### config.mk
export PLATFORM = sky130hd
export DESIGN_NAME = adcrs_top
export DESIGN_NICKNAME = d
export VERILOG_FILES = /design/src/core/adcrs_pkg.sv /design/src/core/adcrs_store_if.sv /design/src/core/adcrs_result_store.sv /design/src/core/adcrs_top.sv
export SDC_FILE = /design/constraint.sdc
export NUM_CORES = 1
export LEC_CHECK = 0
export BUFFER_PORTS_ARGS = -buffer_cell sky130_fd_sc_hd__buf_2
export CAP_MARGIN = 30
export CORE_AREA = 5 5 124 126
export DETAILED_ROUTE_END_ITERATION = 12
export DIE_AREA = 0 0 129 131
export PLACE_DENSITY = 0.76
export RECOVER_POWER = 100
export SLEW_MARGIN = 20
export SYNTH_ARGS = -nofsm -noshare
export SYNTH_HDL_FRONTEND = slang
export SYNTH_SLANG_ARGS = --single-unit
export TNS_END_PERCENT = 100
### constraint.sdc
create_clock -name ref_clk_in -period 2.4 [get_ports ref_clk_in]
set_input_delay 0.24 -clock ref_clk_in [delete_from_list [all_inputs] [get_ports ref_clk_in]]
set_output_delay 0.24 -clock ref_clk_in [all_outputs]
set_load 0.02 [all_outputs]
### src/core/adcrs_pkg.sv
// Package: register map, field layout, reset values and channel codes
// for the converter comparator-channel and result register block.
// Assumes an 8-bit register address space reached by the serial link engine.
package adcrs_pkg;

  typedef logic [2:0] adcrs_chan_t;

  localparam int RESULT_W = 16;

  // Register addresses
  localparam logic [7:0] ADDR_COMP_SEL = 8'h41;
  localparam logic [7:0] ADDR_VBAT_HI  = 8'h42;
  localparam logic [7:0] ADDR_VBAT_LO  = 8'h43;
  localparam logic [7:0] ADDR_THERM_HI = 8'h44;
  localparam logic [7:0] ADDR_THERM_LO = 8'h45;
  localparam logic [7:0] ADDR_ICHG_HI  = 8'h46;
  localparam logic [7:0] ADDR_ICHG_LO  = 8'h47;
  localparam logic [7:0] ADDR_AUX_HI   = 8'h48;
  localparam logic [7:0] ADDR_AUX_LO   = 8'h49;
  localparam logic [7:0] ADDR_SUPPLY_HI = 8'h4A;
  localparam logic [7:0] ADDR_SUPPLY_LO = 8'h4B;
  localparam logic [7:0] ADDR_RAIL_HI  = 8'h4C;
  localparam logic [7:0] ADDR_RAIL_LO  = 8'h4D;

  // Channel select register layout and reset
  localparam logic [7:0] COMP_SEL_RESET = 8'h40;
  localparam int         COMP2_MSB      = 7;
  localparam int         COMP2_LSB      = 5;
  localparam int         COMP3_MSB      = 4;
  localparam int         COMP3_LSB      = 2;
  localparam int         RSVD_MSB       = 1;
  localparam int         RSVD_LSB       = 0;

  // Channel codes
  localparam adcrs_chan_t CH_OFF  = 3'h0;
  localparam adcrs_chan_t CH_AUX  = 3'h1;
  localparam adcrs_chan_t CH_THERM = 3'h2;
  localparam adcrs_chan_t CH_VBAT = 3'h3;
  localparam adcrs_chan_t CH_ICHG = 3'h4;
  localparam adcrs_chan_t CH_SUPPLY = 3'h5;
  localparam adcrs_chan_t CH_RAIL   = 3'h6;
  localparam adcrs_chan_t CH_INCUR  = 3'h7;

  localparam logic [7:0] READ_IDLE = 8'h00;

endpackage

### src/core/adcrs_store_if.sv
// Interface: write and read paths between the register logic and the result store.
// Assumes both ends share one clock.
`timescale 1ns/1ns
interface adcrs_store_if;
  logic                         wr_en;
  adcrs_pkg::adcrs_chan_t       wr_chan;
  logic [adcrs_pkg::RESULT_W-1:0] wr_data;
  adcrs_pkg::adcrs_chan_t       rd_chan;
  logic [adcrs_pkg::RESULT_W-1:0] rd_word;

  modport owner (output wr_en, wr_chan, wr_data, rd_chan, input rd_word);
  modport store (input wr_en, wr_chan, wr_data, rd_chan, output rd_word);
endinterface

### src/core/adcrs_result_store.sv
// Result store: one whole 16-bit word per channel, written atomically.
// Assumes writes come only from completed conversions; contents have no reset.
`timescale 1ns/1ns
module adcrs_result_store
(
  input  wire logic    ref_clk_in,
  input  wire logic    nrst_in,
  adcrs_store_if.store st
);

  logic [adcrs_pkg::RESULT_W-1:0] mem [0:7];

  // Whole word written in one edge
  always_ff @(posedge ref_clk_in)
  begin
    if (st.wr_en)
    begin
      mem[st.wr_chan] <= st.wr_data;
    end
  end

  assign st.rd_word = mem[st.rd_chan];
endmodule

### src/core/adcrs_top.sv
// Comparator channel select register and 16-bit result registers.
// Assumes the serial link engine issues one-cycle byte reads and writes,
// and the conversion engine pulses conv_done_in with a whole result.
// Overview of operation
// - Bits 7-5 pick the second comparator's channel; reset to thermistor.
// - Bits 4-2 pick the third comparator's channel, same codes; reset to off.
// - Battery voltage result reads at 0x42 high and 0x43 low.
// - Thermistor result reads at 0x44 high and 0x45 low.
// - Charge current result reads at 0x46 high and 0x47 low.
// - Auxiliary input result reads at 0x48 high and 0x49 low.
// - Supply input voltage result reads at 0x4A high and 0x4B low.
// - Bits 1-0 are plain storage, reset 00, with no effect.
// - Polarity 0 flags below threshold, polarity 1 flags above.
// - System rail result reads at 0x4C high and 0x4D low.
`timescale 1ns/1ns
module adcrs_top
#(
  parameter int RESULT_W = adcrs_pkg::RESULT_W
)
(
  input  wire logic                ref_clk_in,
  input  wire logic                nrst_in,
  input  wire logic [7:0]          reg_addr_in,
  input  wire logic                reg_wr_in,
  input  wire logic [7:0]          reg_wdata_in,
  input  wire logic                reg_rd_in,
  output logic      [7:0]          reg_rdata_out,
  input  wire logic                conv_done_in,
  input  wire logic [2:0]          conv_chan_in,
  input  wire logic [RESULT_W-1:0] conv_data_in,
  input  wire logic [RESULT_W-1:0] comp2_threshold_in,
  input  wire logic                comp2_polarity_in,
  input  wire logic [RESULT_W-1:0] comp3_threshold_in,
  input  wire logic                comp3_polarity_in,
  output logic      [2:0]          second_comparator_source_out,
  output logic      [2:0]          third_comparator_source_out,
  output logic                     comp2_alarm_out,
  output logic                     comp3_alarm_out
);

  logic [7:0]             comp_sel;
  logic [7:0]             next_rdata;
  logic                   shadow_valid;
  adcrs_pkg::adcrs_chan_t shadow_chan;
  logic [7:0]             shadow_low;
  adcrs_pkg::adcrs_chan_t rd_ch;
  logic                   sel_hit;

  adcrs_store_if st ();

  ////////////////////////////////////////////////////////////////////////////
  // Address decode
  function automatic adcrs_pkg::adcrs_chan_t addr_to_chan(input logic [7:0] a);
    logic [6:0] pair;
    pair = a[7:1];
    if (pair == adcrs_pkg::ADDR_VBAT_HI[7:1])
      return adcrs_pkg::CH_VBAT;
    else if (pair == adcrs_pkg::ADDR_THERM_HI[7:1])
      return adcrs_pkg::CH_THERM;
    else if (pair == adcrs_pkg::ADDR_ICHG_HI[7:1])
      return adcrs_pkg::CH_ICHG;
    else if (pair == adcrs_pkg::ADDR_AUX_HI[7:1])
      return adcrs_pkg::CH_AUX;
    else if (pair == adcrs_pkg::ADDR_SUPPLY_HI[7:1])
      return adcrs_pkg::CH_SUPPLY;
    else if (pair == adcrs_pkg::ADDR_RAIL_HI[7:1])
      return adcrs_pkg::CH_RAIL;
    else
      return adcrs_pkg::CH_OFF;
  endfunction

  // Threshold comparison by polarity
  function automatic logic cmp_hit(input logic [RESULT_W-1:0] d,
                                   input logic [RESULT_W-1:0] thr,
                                   input logic                above);
    return above ? (d > thr) : (d < thr);
  endfunction

  assign rd_ch   = addr_to_chan(reg_addr_in);
  assign sel_hit = (reg_addr_in == adcrs_pkg::ADDR_COMP_SEL);

  ////////////////////////////////////////////////////////////////////////////
  // Result store
  assign st.wr_en   = conv_done_in && (conv_chan_in != adcrs_pkg::CH_OFF)
                      && (conv_chan_in != adcrs_pkg::CH_INCUR);
  assign st.wr_chan = conv_chan_in;
  assign st.wr_data = conv_data_in;
  assign st.rd_chan = rd_ch;

  adcrs_result_store u_store
  (
    .ref_clk_in (ref_clk_in),
    .nrst_in    (nrst_in),
    .st         (st)
  );

  ////////////////////////////////////////////////////////////////////////////
  // Channel select register
  always_ff @(posedge ref_clk_in or negedge nrst_in)
  begin
    if (!nrst_in)
    begin
      comp_sel <= adcrs_pkg::COMP_SEL_RESET;
    end
    else if (reg_wr_in && sel_hit)
    begin
      comp_sel <= reg_wdata_in;
    end
  end

  assign second_comparator_source_out =
    comp_sel[adcrs_pkg::COMP2_MSB:adcrs_pkg::COMP2_LSB];
  assign third_comparator_source_out  =
    comp_sel[adcrs_pkg::COMP3_MSB:adcrs_pkg::COMP3_LSB];

  ////////////////////////////////////////////////////////////////////////////
  // Low-byte snapshot taken with each high-byte read
  always_ff @(posedge ref_clk_in or negedge nrst_in)
  begin
    if (!nrst_in)
    begin
      shadow_valid <= 1'b0;
      shadow_chan  <= adcrs_pkg::CH_OFF;
      shadow_low   <= 8'h00;
    end
    else if (reg_rd_in && (rd_ch != adcrs_pkg::CH_OFF))
    begin
      if (!reg_addr_in[0])
      begin
        shadow_valid <= 1'b1;
        shadow_chan  <= rd_ch;
        shadow_low   <= st.rd_word[7:0];
      end
      else
      begin
        shadow_valid <= 1'b0;
      end
    end
  end

  ////////////////////////////////////////////////////////////////////////////
  // Read data
  always_comb
  begin
    next_rdata = adcrs_pkg::READ_IDLE;
    if (sel_hit)
    begin
      next_rdata = comp_sel;
    end
    else if (rd_ch != adcrs_pkg::CH_OFF)
    begin
      if (!reg_addr_in[0])
        next_rdata = st.rd_word[RESULT_W-1:8];
      else if (shadow_valid && (shadow_chan == rd_ch))
        next_rdata = shadow_low;
      else
        next_rdata = st.rd_word[7:0];
    end
  end

  always_ff @(posedge ref_clk_in or negedge nrst_in)
  begin
    if (!nrst_in)
    begin
      reg_rdata_out <= adcrs_pkg::READ_IDLE;
    end
    else if (reg_rd_in)
    begin
      reg_rdata_out <= next_rdata;
    end
  end

  ////////////////////////////////////////////////////////////////////////////
  // Comparator alarms
  always_ff @(posedge ref_clk_in or negedge nrst_in)
  begin
    if (!nrst_in)
    begin
      comp2_alarm_out <= 1'b0;
    end
    else
    begin
      comp2_alarm_out <= conv_done_in && (second_comparator_source_out != adcrs_pkg::CH_OFF)
        && (conv_chan_in == second_comparator_source_out)
        && cmp_hit(conv_data_in, comp2_threshold_in, comp2_polarity_in);
    end
  end

  always_ff @(posedge ref_clk_in or negedge nrst_in)
  begin
    if (!nrst_in)
    begin
      comp3_alarm_out <= 1'b0;
    end
    else
    begin
      comp3_alarm_out <= conv_done_in && (third_comparator_source_out != adcrs_pkg::CH_OFF)
        && (conv_chan_in == third_comparator_source_out)
        && cmp_hit(conv_data_in, comp3_threshold_in, comp3_polarity_in);
    end
  end
endmodule
* Word-level counts from Yosys, hierarchy flattened
Memory sizes are Yosys's and may differ from the RTL's.
Cells that the tools add are included.
** Operators by class
- Bitwise operators :: 1
- Reductions and logical operators :: 16
- Eq/ne operators :: 11
- Magnitude comparators :: 4
- Mux-type cells :: 15
** Operators with widths (number)
- $eq A7 B6 Y1 const B :: 6
- $gt A16 B16 Y1 :: 2
- $lt A16 B16 Y1 :: 2
- $mux W8 :: 4
- $mux W3 :: 6
- $reduce_bool A3 Y1 :: 4
- $logic_and A1 B1 Y1 :: 11
- $eq A3 B3 Y1 :: 3
- $eq A8 B7 Y1 const B :: 1
- $mux W1 :: 5
- $ne A3 B3 Y1 const B :: 1
- $reduce_and A2 Y1 :: 1
- $not A1 Y1 :: 1
** Storage, ports and cells
- Bits in writable memories :: 128
- Register bits after elaboration :: 30
- Memories :: 1
- Word-level logic and storage cells :: 55
** Memories
- u_store.mem :: words 8, bits a word 16, rd ports 1, clocked after memory_dff 0, wr ports 1, line adcrs_result_store.sv:11 : logic [adcrs_pkg::RESULT_W-1:0] mem [0:7];

* Logic depth before layout (Yosys ltp)
Gate-level depths: netlist (run 1).
- Word-level depth :: 13
- Gate-level depth with buffers :: 9

* Hierarchy
Synthesis (run 1) repeated with hierarchy kept, for this count alone.
** Second synthesis, totals
- Cells, all modules :: 479
- Area, all modules :: 7576.0 µm²
** By module, submodules not included
- adcrs_result_store :: area an instance 4973.5 µm², instances 1, cells an instance 198
- adcrs_top :: area an instance 2602.5 µm², instances 1, cells an instance 281

* Worst setup path after synthesis (run 1)
OpenSTA, ideal clock, no wires.
- Kind :: input port to flip-flop
- Start point :: input port reg_addr_in[4]
- End point :: register reg_rdata_out[6]
- Buffers on the path :: 1
- Slack :: 314 ps
- Cell stages on the path :: 7
- Arrival time :: 1954 ps
- Cell sequence :: or4b_1 -> buf_4 -> a311oi_2 -> xnor2_1 -> nand3_2 -> nor4b_1 -> or3_1
** On the way
- Cells in the longest elaborated chain, start to end :: 13
- Elaborated cells on any way between the ends :: 21
- Classes of those cells :: 8 x eq/ne; 10 x mux; 2 x reduce/logical; 1 x memory
** Ends and longest elaborated chain
- start: declaration :: line adcrs_top.sv:23 : input wire logic [7:0] reg_addr_in,
- parallel branches: the longest is 12 deep, another holds $mem_v2 Z8 W16
- $mux W8 * :: line adcrs_top.sv:146 : if (sel_hit)
- end signal: assignment :: line adcrs_top.sv:165 : reg_rdata_out <= adcrs_pkg::READ_IDLE;
- end signal: assignment :: line adcrs_top.sv:169 : reg_rdata_out <= next_rdata;
- end: declaration :: line adcrs_top.sv:27 : output logic [7:0] reg_rdata_out,
Mark *: on every way between the ends.
A chain may end at the register's enable or synchronous reset.

* Worst setup path in the final report (run 1)
- Start point :: input port conv_data_in[6]
- End point :: register comp2_alarm_out
** On the way
- Cells in the longest elaborated chain, start to end :: 3
- Elaborated cells on any way between the ends :: 4
- Classes of those cells :: 2 x order compare; 1 x mux; 1 x reduce/logical
** Ends and longest elaborated chain
- start: declaration :: line adcrs_top.sv:30 : input wire logic [RESULT_W-1:0] conv_data_in,
- $lt A16 B16 Y1 / $gt A16 B16 Y1 (equally long branches) :: line adcrs_top.sv:76 : return above ? (d > thr) : (d < thr);
- $mux W1 * :: line adcrs_top.sv:76
- $logic_and A1 B1 Y1 * :: line adcrs_top.sv:185 : && cmp_hit(conv_data_in, comp2_threshold_in, comp2_polarity_in);
- end signal: assignment :: line adcrs_top.sv:183 : comp2_alarm_out <= conv_done_in && (second_comparator_source_out != adcrs_pkg::CH_OFF)
- end: declaration :: line adcrs_top.sv:37 : output logic comp2_alarm_out,
Mark *: on every way between the ends. The rest lies on a longest branch, timed or not.

==> metrics.csv, run 1 <==
stage,metric,value,unit
timing,Least-Margin Pin Slew,1.80,ns
critical_path,R2R Path End,reg_rdata_out[2]$_DFFE_PN0P_,
critical_path,CP endpoint kind,flop,
outcome,failing checks,"capacitance limit, slew limit",
critical_path,RR Startpoint,shadow_chan[0]$_DFFE_PN0P_,
logic_synthesis,Netlist cell types,62,
clock_tree,Post-CTS Setup Bufs,0,
outcome,status,"finished, violations left",
worst_hold_path,Worst Hold Depth,2,
timing,final setup violation count,0,
final_layout,area delta synth->final,17.2,%
global_routing,vias in the first global route,5726,
logic_synthesis,Post-synth EDFFs,128,
die,I/O pin total,90,
clock_tree,CTS tree,built,
timing,Achievable Freq,475,MHz
final_layout,ant diodes,0,
power,Leak,3.56,nW
power,Max VDD drop,0.554,mV
placed_design,placed cell area,8470,sq um
global_routing,initial antenna violation count,0,
placed_design,placed insts,898,
global_routing,first-pass GRT wire length,30600,microns
die,Die Ht,131,microns
drt,Vias/cell,6.18,
die,# rows,44,
final_layout,nets,840,
power,PD cells,707,nW/um^2
die,Die Wd,129,microns
drt,Routed Antenna Nets,0,
final_layout,post-route cell area,8940,sq um
critical_path,WP data required,2.73,ns
worst_hold_path,Hold WC Path Type,in -> reg,
critical_path,critical path type,in -> reg,
critical_path,r2r worst-path depth,6,
die,core box area,14200,sq um
timing,RSZ-0062 raised after global routing,no,
clock_tree,"CTS clk-pin slew, worst paths",0.06,ns
final_layout,Non-Filler Instances,930,
worst_hold_path,hold path start,reg_wdata_in[2],
die,Initial Utilization,53.7,%
clock_tree,clock tree sinks,158,
placed_design,RD Place Congestion,0.894,
timing,endpoints failing hold,0,
global_routing,grt total ovfl,0,
logic_synthesis,Post-synth ARST share,19.0,%
clock_tree,Clock Latency Late Sink,0.42,ns
drt,via count,5747,
drt,Avg WL per Cell,21.5,microns
job,max-capacitance violation count,1,
logic_synthesis,Post-Syn Area,7620,sq um
critical_path,CP max FO,10,
final_layout,share of cells above drive strength 1,16.6,%
critical_path,register-to-register setup slack,0.49,ns
clock_tree,PostCTS Resize Cnt,0,
logic_synthesis,post-synthesis cell count,604,
timing,period utilisation layout,87.8,%
global_routing,Total GRT Usage,24.1,%
clock_tree,H-tree levels,4,
timing,post-layout min period,2.11,ns
placed_design,IO buf count,89,
placed_design,Post-DP HPWL,13700,microns
timing,normalized max-slew margin,-19.9,%
logic_synthesis,"Primary FF master, synth",edfxtp_1,
drt,drt total wl,20000,microns
clock_tree,CTS Buf Count,17,
clock_tree,hold buffers post-CTS,1,
clock_tree,number of buffers on the longest clock path,2,
critical_path,Critical Path Start Type,primary input,
drt,DRC Markers,0,
logic_synthesis,register area share after synthesis,60.3,%
clock_tree,Root Driver,clkbuf_16,
die,die area,16900,sq um
critical_path,WP data arrival,2.44,ns
power,Tot Pwr,6.32,mW
drt,DR iter-0 viols,718,
timing,"Slew Viols, Final",31,
global_routing,largest net degree at the start of global routing,31,
worst_hold_path,Hold Crit Endpoint,comp_sel[2]$_DFFE_PN0P_,
logic_synthesis,Synth Area per Inst,12.6,sq um
timing,Setup Skew,0.00846,ns
drt,router iterations before antenna repair,7,
logic_synthesis,Yosys reg bits,158,
logic_synthesis,Synthesis Warnings,0,
cells in the mapped netlist, types with 2 or more instances:
master	number	area, sq um
nor2_1	21	78.8
a222oi_1	8	80.1
o21ai_1	2	10.0
a221o_1	2	20.0
and2_1	3	18.8
nor2b_1	23	144
o211ai_1	6	45.0
xnor2_1	5	43.8
a32oi_1	15	131
or2_2	2	12.5
o2bb2ai_1	7	61.3
nand3_1	8	40.0
buf_1	4	15.0
and3_1	8	50.1
nand4_1	6	37.5
nor3b_1	2	15.0
o21a_1	10	75.1
o221ai_1	7	61.3
clkbuf_1	25	93.8
or3_1	2	12.5
ha_1	32	400
nand2_1	27	101
a22oi_1	7	52.6
o21ai_0	29	145
edfxtp_1	128	3840
mux2_2	8	90.1
a21o_1	15	113
nand2b_1	9	56.3
a2111oi_0	3	26.3
a32o_1	14	140
inv_1	41	154
nor3_1	4	20.0
a21oi_1	32	160
dfrtp_1	29	726
o22ai_1	2	12.5
buf_2	6	30.0
buf_4	7	52.6
a22o_1	14	123
a221oi_1	8	70.1
cells in the final DEF, fill, tap and decap left out, types with 10 or more instances in the layout:
| cell | instances |
|---|---|
| a32o_1 | 14 |
| clkbuf_16 | 17 |
| nor2b_1 | 23 |
| a32oi_1 | 15 |
| o21a_1 | 10 |
| nor2_1 | 21 |
| nand2_1 | 27 |
| a21oi_1 | 32 |
| dfrtp_1 | 29 |
| ha_1 | 32 |
| buf_2 | 52 |
| buf_4 | 25 |
| inv_1 | 41 |
| clkbuf_1 | 44 |
| edfxtp_1 | 128 |
| a21o_1 | 15 |
| conb_1 | 32 |
| a22o_1 | 14 |
| o21ai_0 | 32 |
report_power, final:
group	internal (mW)	switching (mW)	total (mW)
registers	3.12	0.0644	3.18
clock network	1.42	1.07	2.49
logic	0.246	0.397	0.643
total	4.79	1.53	6.32
worst max-delay path, cell delays in order:
cell and delay (ns):
clkbuf_1 0.44, ha_1 0.35, a21o_1 0.19, a21o_1 0.19, a221oi_1 0.31, o21ai_0 0.13
or3_1 0.36, a211oi_1 0.22
how the worst max path moves through the flow:
stage | start | end | slack (ns) | cells after the start
after floorplan | reg_addr_in[4] | reg_rdata_out[6]$_DFFE_PN0P_ | 0.31 | 7
after global placement | reg_addr_in[4] | reg_rdata_out[1]$_DFFE_PN0P_ | 0.06 | 8
after detailed placement | reg_addr_in[4] | reg_rdata_out[7]$_DFFE_PN0P_ | -0.04 | 8
after CTS | reg_addr_in[4] | reg_rdata_out[5]$_DFFE_PN0P_ | 0.36 | 8
after global routing | reg_addr_in[1] | reg_rdata_out[6]$_DFFE_PN0P_ | 0.17 | 8
final | conv_data_in[6] | comp2_alarm_out$_DFF_PN0_ | 0.29 | 8
through the flow:
step	TNS [ns]	setup WS [ns]	hold slack, ns	util, %
floorplan	0	0.314	-0.0556	-
global placement	0	0.0554	0.322	59.5
detailed placement	-0.137	-0.0369	0.342	59.6
CTS	0	0.364	0.0469	63.5
global route	0	0.172	0.0614	62.9
finish	0	0.293	0.0593	62.9
cell type report:
class / instances / area (sq um)
clock buffers: 18 / 429
inverters: 41 / 154
well taps: 184 / 230
flip-flops and latches: 158 / 4600
repair buffers: 123 / 636
clock inverters: 13 / 115
fillers: 1109 / 5270
multi-input cells: 393 / 2780
registers in the layout, indices dropped and copies added, names as in the netlist:
register / flops
comp2_alarm_out: 1
reg_rdata_out: 8
comp_sel: 8
comp3_alarm_out: 1
u_store.mem: 128
shadow_chan: 3
shadow_valid: 1
shadow_low: 8
layer usage:
metal  GRT usage, %  up-vias  routed length (microns)
met5              0        -                        0
met2           38.6      356                     9350
li1               -     2563                        -
met4           10.7        0                      653
met1           31.9     2767                     8080
met3           5.33       61                     1910
cell families after synthesis:
family,synth area share (%)
simple gates,8.93
mux,1.31
compound gates,18.9
fa+ha+maj,5.25
xor+xnor,0.574
flops,60.3
buf+inv,4.68
other cells,0.0492
Note: power is estimated with default switching activity, not from simulation.
==> inputs of run 2 (changes only) <==
CELL_PAD_IN_SITES_DETAIL_PLACEMENT = 1   (was default)
CELL_PAD_IN_SITES_GLOBAL_PLACEMENT = 1   (was default)
CORE_AREA = 5 5 133 135   (was 5 5 124 126)
DIE_AREA = 0 0 138 140   (was 0 0 129 131)
PLACE_DENSITY = 0.8   (was 0.76)
==> metrics.csv, run 2 (synthesis gave the netlist of run 1 again) <==
stage,metric,value,unit,change
timing,normalized max-slew margin,-18.5,%,+1.4 points
timing,Final TNS setup,0,ns,unchanged
power,Max VDD drop,0.506,mV,-8.6%
drt,DR iter-0 viols,445,,-38%
clock_tree,Root Driver,clkbuf_16,,
die,Die Wd,138,microns,+7.0%
timing,period utilisation layout,89.9,%,+2.1 points
critical_path,WP data required,2.67,ns,-0.06 ns
final_layout,"most common cell after layout, fill and taps aside",edfxtp_1,,
clock_tree,"CTS clk-pin slew, worst paths",0.06,ns,about the same
die,I/O pin total,90,,unchanged
timing,hold slack,0.0430,ns,-0.0162 ns
final_layout,post-route cell area,9120,sq um,+2.0%
final_layout,share of cells above drive strength 1,17.6,%,+0.98 points
placed_design,placed insts,937,,+4.3%
placed_design,Post-DP HPWL,16200,microns,+18%
clock_tree,CTS Buf Count,17,,unchanged
power,PD cells,741,nW/um^2,+4.9%
die,die area,19300,sq um,+14%
global_routing,initial antenna violation count,1,,+1
final_layout,"Most flops, register",u_store.mem,,
critical_path,CP endpoint kind,flop,,
drt,Routed Antenna Nets,0,,unchanged
timing,post-layout min period,2.16,ns,+0.0505 ns
outcome,failing checks,"capacitance limit, slew limit",,
timing,Setup Skew,0.00718,ns,-0.00128 ns
power,Tot Pwr,6.76,mW,+7.0%
drt,DRC Markers,0,,unchanged
placed_design,RD Place Congestion,0.858,,-4.1%
critical_path,WP data arrival,2.43,ns,about the same
clock_tree,PostCTS Resize Cnt,0,,unchanged
global_routing,grt total ovfl,0,,unchanged
clock_tree,CTS tree,built,,
timing,RSZ-0062 raised after global routing,no,,
timing,final setup violation count,0,,unchanged
placed_design,IO buf count,89,,unchanged
outcome,status,"finished, violations left",,
drt,router iterations before antenna repair,6,,-1
drt,Vias/cell,6.05,,-2.1%
drt,drt total wl,23200,microns,+16%
global_routing,largest net degree at the start of global routing,31,,unchanged
die,Die Ht,140,microns,+6.9%
timing,Achievable Freq,463,MHz,-2.3%
placed_design,pre-CTS setup slack,-0.0318,ns,+0.00505 ns
timing,Least-Margin Pin Slew,1.78,ns,-0.0210 ns
critical_path,Critical Path Start Type,primary input,,
timing,endpoints failing hold,0,,unchanged
final_layout,area delta synth->final,19.6,%,
die,# rows,47,,+6.8%
final_layout,ant diodes,0,,unchanged
clock_tree,Clock Latency Late Sink,0.43,ns,about the same
placed_design,placed cell area,8560,sq um,+1.0%
global_routing,first-pass GRT wire length,35900,microns,+17%
timing,"Slew Viols, Final",31,,unchanged
power,Leak,3.62,nW,+1.9%
critical_path,CP max FO,10,,unchanged
critical_path,critical path type,in -> reg,,
final_layout,max FFs per register,128,,unchanged
clock_tree,clock tree sinks,158,,unchanged
die,Initial Utilization,46.6,%,-7.0 points
clock_tree,number of buffers on the longest clock path,2,,unchanged
job,max-capacitance violation count,1,,unchanged
clock_tree,H-tree levels,4,,unchanged
final_layout,most frequent cells in the layout,"128 x edfxtp_1, 55 x buf_2, 42 x clkbuf_1, 41 x inv_1",,
final_layout,nets,843,,+0.36%
die,core box area,16300,sq um,+15%
drt,via count,5867,,+2.1%
final_layout,Non-Filler Instances,970,,+4.3%
worst_hold_path,Hold WC Path Type,in -> reg,,
timing,final worst slack,0.242,ns,-0.0505 ns
final_layout,final core occ,55.8,%,-7.1 points
global_routing,Total GRT Usage,24.0,%,-0.099 points
drt,Avg WL per Cell,23.9,microns,+11%
global_routing,vias in the first global route,6264,,+9.4%
==> run 2: worst paths after layout <==
path                                            start                            to  slack, ns  depth (start not counted)
min reg2reg                 shadow_low[4]$_DFFE_PN0P_     shadow_low[4]$_DFFE_PN0P_       0.49                          2
max in group asynchronous                     nrst_in     shadow_low[7]$_DFFE_PN0P_       0.55                          2
min in group asynchronous                     nrst_in    shadow_chan[1]$_DFFE_PN0P_       0.83                          2
max reg2reg                shadow_chan[0]$_DFFE_PN0P_  reg_rdata_out[2]$_DFFE_PN0P_       0.47                          6
max                                   conv_data_in[9]     comp2_alarm_out$_DFF_PN0_       0.24                          8
min                                   reg_wdata_in[4]       comp_sel[4]$_DFFE_PN0P_       0.04                          2
==> run 2: what timing repair did <==
item                      in CTS  in global routing
hold endpoints to repair      29                  0
hold buffers                   1                  0
buffers inserted               0                  0
==> run 2: metal layers <==
| metal | vias up | wire (microns) | GRT usage [%] |
|---|---|---|---|
| met5 | - | 0 | 0 |
| met4 | 0 | 599 | 8.58 |
| met3 | 49 | 1770 | 4.67 |
| met2 | 315 | 11400 | 40.8 |
| met1 | 2932 | 9500 | 30.9 |
| li1 | 2571 | - | - |
==> run 2: final cells by class <==
class                           count  area (sq um)
Clock buffer                       17           425
Clock inverter                     15           211
Fill cell                        1755          7230
Inverter                           41           154
Multi-Input combinational cell    393          2780
Sequential cell                   158          4600
Tap cell                          220           275
Timing Repair Buffer              126           676
==> run 2: critical path, cell delays in order <==
cell      delay (ns)
clkbuf_1        0.43
ha_1            0.36
a21o_1          0.17
a21o_1          0.18
a221oi_1        0.22
o21ai_0         0.12
o21ai_0         0.53
a211oi_1        0.17
==> run 2: power breakdown <==
group	internal, mW	leakage [nW]	switching, mW	total, mW
combinational	0.253	1.72	0.428	0.681
sequential	3.12	1.59	0.0689	3.19
clock	1.76	0.310	1.14	2.89
==> inputs of run 3 (changes only) <==
--- a/config.mk
+++ b/config.mk
@@ -13,6 +13,8 @@
 export DETAILED_ROUTE_END_ITERATION = 12
 export DIE_AREA = 0 0 138 140
+export GPL_ROUTABILITY_DRIVEN = 1
 export PLACE_DENSITY = 0.8
 export RECOVER_POWER = 100
+export SKIP_LAST_GASP = 1
 export SLEW_MARGIN = 20
 export SYNTH_ARGS = -nofsm -noshare
==> constraint.sdc (replaced) <==
create_clock -name ref_clk_in -period 2.4 [get_ports ref_clk_in]
set_input_delay 0.36 -clock ref_clk_in [delete_from_list [all_inputs] [get_ports ref_clk_in]]
set_output_delay 0.36 -clock ref_clk_in [all_outputs]
set_load 0.02 [all_outputs]
==> metrics.csv, run 3 (synthesis gave the netlist of run 1 again) <==
stage,metric,value,unit,change
outcome,status,"finished, violations left",,
outcome,failing checks,"capacitance limit, slew limit",,
timing,post-layout min period,2.18,ns,+0.0187 ns
drt,Vias/cell,5.94,,-1.9%
timing,Least-Margin Pin Slew,1.67,ns,-0.108 ns
die,Initial Utilization,46.6,%,unchanged
power,Tot Pwr,6.54,mW,-3.2%
global_routing,global route hottest layer,met2,,
die,die area,19300,sq um,unchanged
global_routing,met1 GRT Util,29.6,%,-1.3 points
final_layout,"most common cell after layout, fill and taps aside",edfxtp_1,,
global_routing,largest net degree at the start of global routing,31,,unchanged
timing,endpoints failing hold,0,,unchanged
placed_design,placed insts,944,,+0.75%
drt,DR iter-0 viols,622,,+40%
global_routing,initial antenna violation count,0,,-1
critical_path,CP max FO,7,,-3
critical_path,WP data required,2.70,ns,+0.03 ns
timing,final setup violation count,0,,unchanged
drt,router iterations before antenna repair,6,,unchanged
global_routing,M2 GR Usage,41.1,%,+0.23 points
critical_path,critical path type,in -> reg,,
power,Leak,3.61,nW,-0.29%
timing,Achievable Freq,459,MHz,-0.86%
power,cell internal pwr,4.92,mW,-4.1%
drt,Routed Antenna Nets,0,,unchanged
final_layout,ant diodes,0,,unchanged
global_routing,GR Util met3,5.56,%,+0.89 points
die,core box area,16300,sq um,unchanged
power,Net Sw Frac,24.8,%,+0.67 points
clock_tree,Root Driver,clkbuf_16,,
timing,normalized max-slew margin,-11.3,%,+7.2 points
timing,hold slack,0.163,ns,+0.120 ns
timing,Setup Skew,0.00776,ns,+0.000582 ns
timing,period utilisation layout,90.7,%,+0.78 points
global_routing,grt total ovfl,0,,unchanged
clock_tree,Post-CTS Setup Bufs,0,,unchanged
final_layout,area delta synth->final,19.7,%,about the same
global_routing,Total GRT Usage,23.7,%,-0.33 points
drt,DRC Markers,0,,unchanged
clock_tree,H-tree levels,4,,unchanged
timing,"Slew Viols, Final",31,,unchanged
clock_tree,CTS tree,built,,
clock_tree,number of buffers on the longest clock path,2,,unchanged
die,Die Wd,138,microns,unchanged
job,max-capacitance violation count,1,,unchanged
final_layout,Filler cells,1777,,+1.3%
placed_design,Post-DP HPWL,16000,microns,-0.85%
final_layout,max FFs per register,128,,unchanged
global_routing,vias in the first global route,6377,,+1.8%
power,Clk network pwr share,40.9,%,-1.9 points
power,combinational power share,10.4,%,+0.3 points
placed_design,IO buf count,89,,unchanged
die,I/O pin total,90,,unchanged
final_layout,Non-Filler Instances,977,,+0.72%
power,Reg power frac,48.7,%,+1.6 points
critical_path,Critical Path Start Type,primary input,,
power,net switching power,1.62,mW,-0.55%
clock_tree,"CTS clk-pin slew, worst paths",0.06,ns,about the same
final_layout,"Most flops, register",u_store.mem,,
global_routing,first-pass GRT wire length,35500,microns,-1.2%
power,Max VDD drop,0.525,mV,+3.7%
die,# rows,47,,unchanged
final_layout,most frequent cells in the layout,"128 x edfxtp_1, 56 x buf_2, 43 x clkbuf_1, 41 x inv_1",,
drt,Avg WL per Cell,23.3,microns,-2.8%
drt,via count,5799,,-1.2%
die,Die Ht,140,microns,unchanged
placed_design,RD Place Congestion,0.851,,-0.77%
clock_tree,Clock Latency Late Sink,0.43,ns,about the same
worst_hold_path,Hold WC Path Type,in -> reg,,
timing,RSZ-0062 raised after global routing,no,,
critical_path,CP endpoint kind,flop,,
final_layout,nets,850,,+0.83%
clock_tree,PostCTS Resize Cnt,0,,unchanged
clock_tree,clock tree sinks,158,,unchanged
critical_path,WP data arrival,2.48,ns,+0.05 ns
drt,drt total wl,22700,microns,-2.1%
final_layout,share of cells above drive strength 1,18.4,%,+0.76 points
clock_tree,CTS Buf Count,17,,unchanged
power,PD cells,717,nW/um^2,-3.3%
==> run 3: layer usage <==
metal	part of all wire (%)	up-vias
met5	0	-
met3	7.5	31
li1	-	2581
met2	51	274
met4	1.7	0
met1	40	2913
==> run 3: power by group through the flow <==
stage | Combinational (mW) | Clock [mW] | Sequential, mW
3_3_place_gp | 0.634 | 0 | 3.23
3_5_place_dp | 0.681 | 0 | 3.24
5_1_grt | 0.747 | 2.84 | 3.19
4_1_cts | 0.690 | 2.72 | 3.18
6_report | 0.682 | 2.67 | 3.19
2_1_floorplan | 0.370 | 0 | 3.22
==> run 3: layout make-up <==
| cell class | count | area (sq um) | share of cell area, % |
|---|---|---|---|
| Sequential cell | 158 | 4600 | 50.4 |
| Multi-Input combinational cell | 393 | 2780 | 30.5 |
| Clock buffer | 17 | 425 | 4.66 |
| Timing Repair Buffer | 133 | 728 | 7.98 |
| Clock inverter | 15 | 164 | 1.80 |
| Tap cell | 220 | 275 | 3.02 |
| Inverter | 41 | 154 | 1.69 |
==> run 3: metrics by stage <==
step / TNS (ns) / cell area, sq um / worst slack [ns] / utilization, %
4_1_cts: 0 / 9210 / 0.352 / 56.4
5_1_grt: 0 / 9120 / 0.0729 / 55.8
2_1_floorplan: 0 / 7740 / 0.194 / -
3_3_place_gp: -0.0492 / 8600 / -0.0154 / 52.6
3_5_place_dp: -0.900 / 8610 / -0.117 / 52.7
6_report: 0 / 9120 / 0.224 / 55.8
==> run 3: repair_timing <==
item | CTS | global route
setup endpoints to repair | 0 | 0
hold endpoints to repair | 29 | 0
hold buffers | 1 | 0
==> run 3: final timing paths <==
| check | endpoint | cells after the start | slack (ns) | start |
|---|---|---|---|---|
| max | reg_rdata_out[5]$_DFFE_PN0P_ | 7 | 0.22 | reg_addr_in[5] |
| max reg2reg | comp3_alarm_out$_DFF_PN0_ | 8 | 0.45 | comp_sel[3]$_DFFE_PN0P_ |
| max in group asynchronous | reg_rdata_out[7]$_DFFE_PN0P_ | 2 | 0.53 | nrst_in |
| min | comp_sel[4]$_DFFE_PN0P_ | 2 | 0.16 | reg_wdata_in[4] |
| min in group asynchronous | shadow_chan[0]$_DFFE_PN0P_ | 2 | 0.89 | nrst_in |
| min reg2reg | shadow_low[0]$_DFFE_PN0P_ | 2 | 0.50 | shadow_low[0]$_DFFE_PN0P_ |
==> run 3: worst max-delay path: stages <==
cell and delay, ns:
clkbuf_1 0.11, or4b_1 0.65, a311oi_1 0.45, xnor2_1 0.22, nand4_1 0.30, o21ai_0 0.28, o21ai_0 0.11
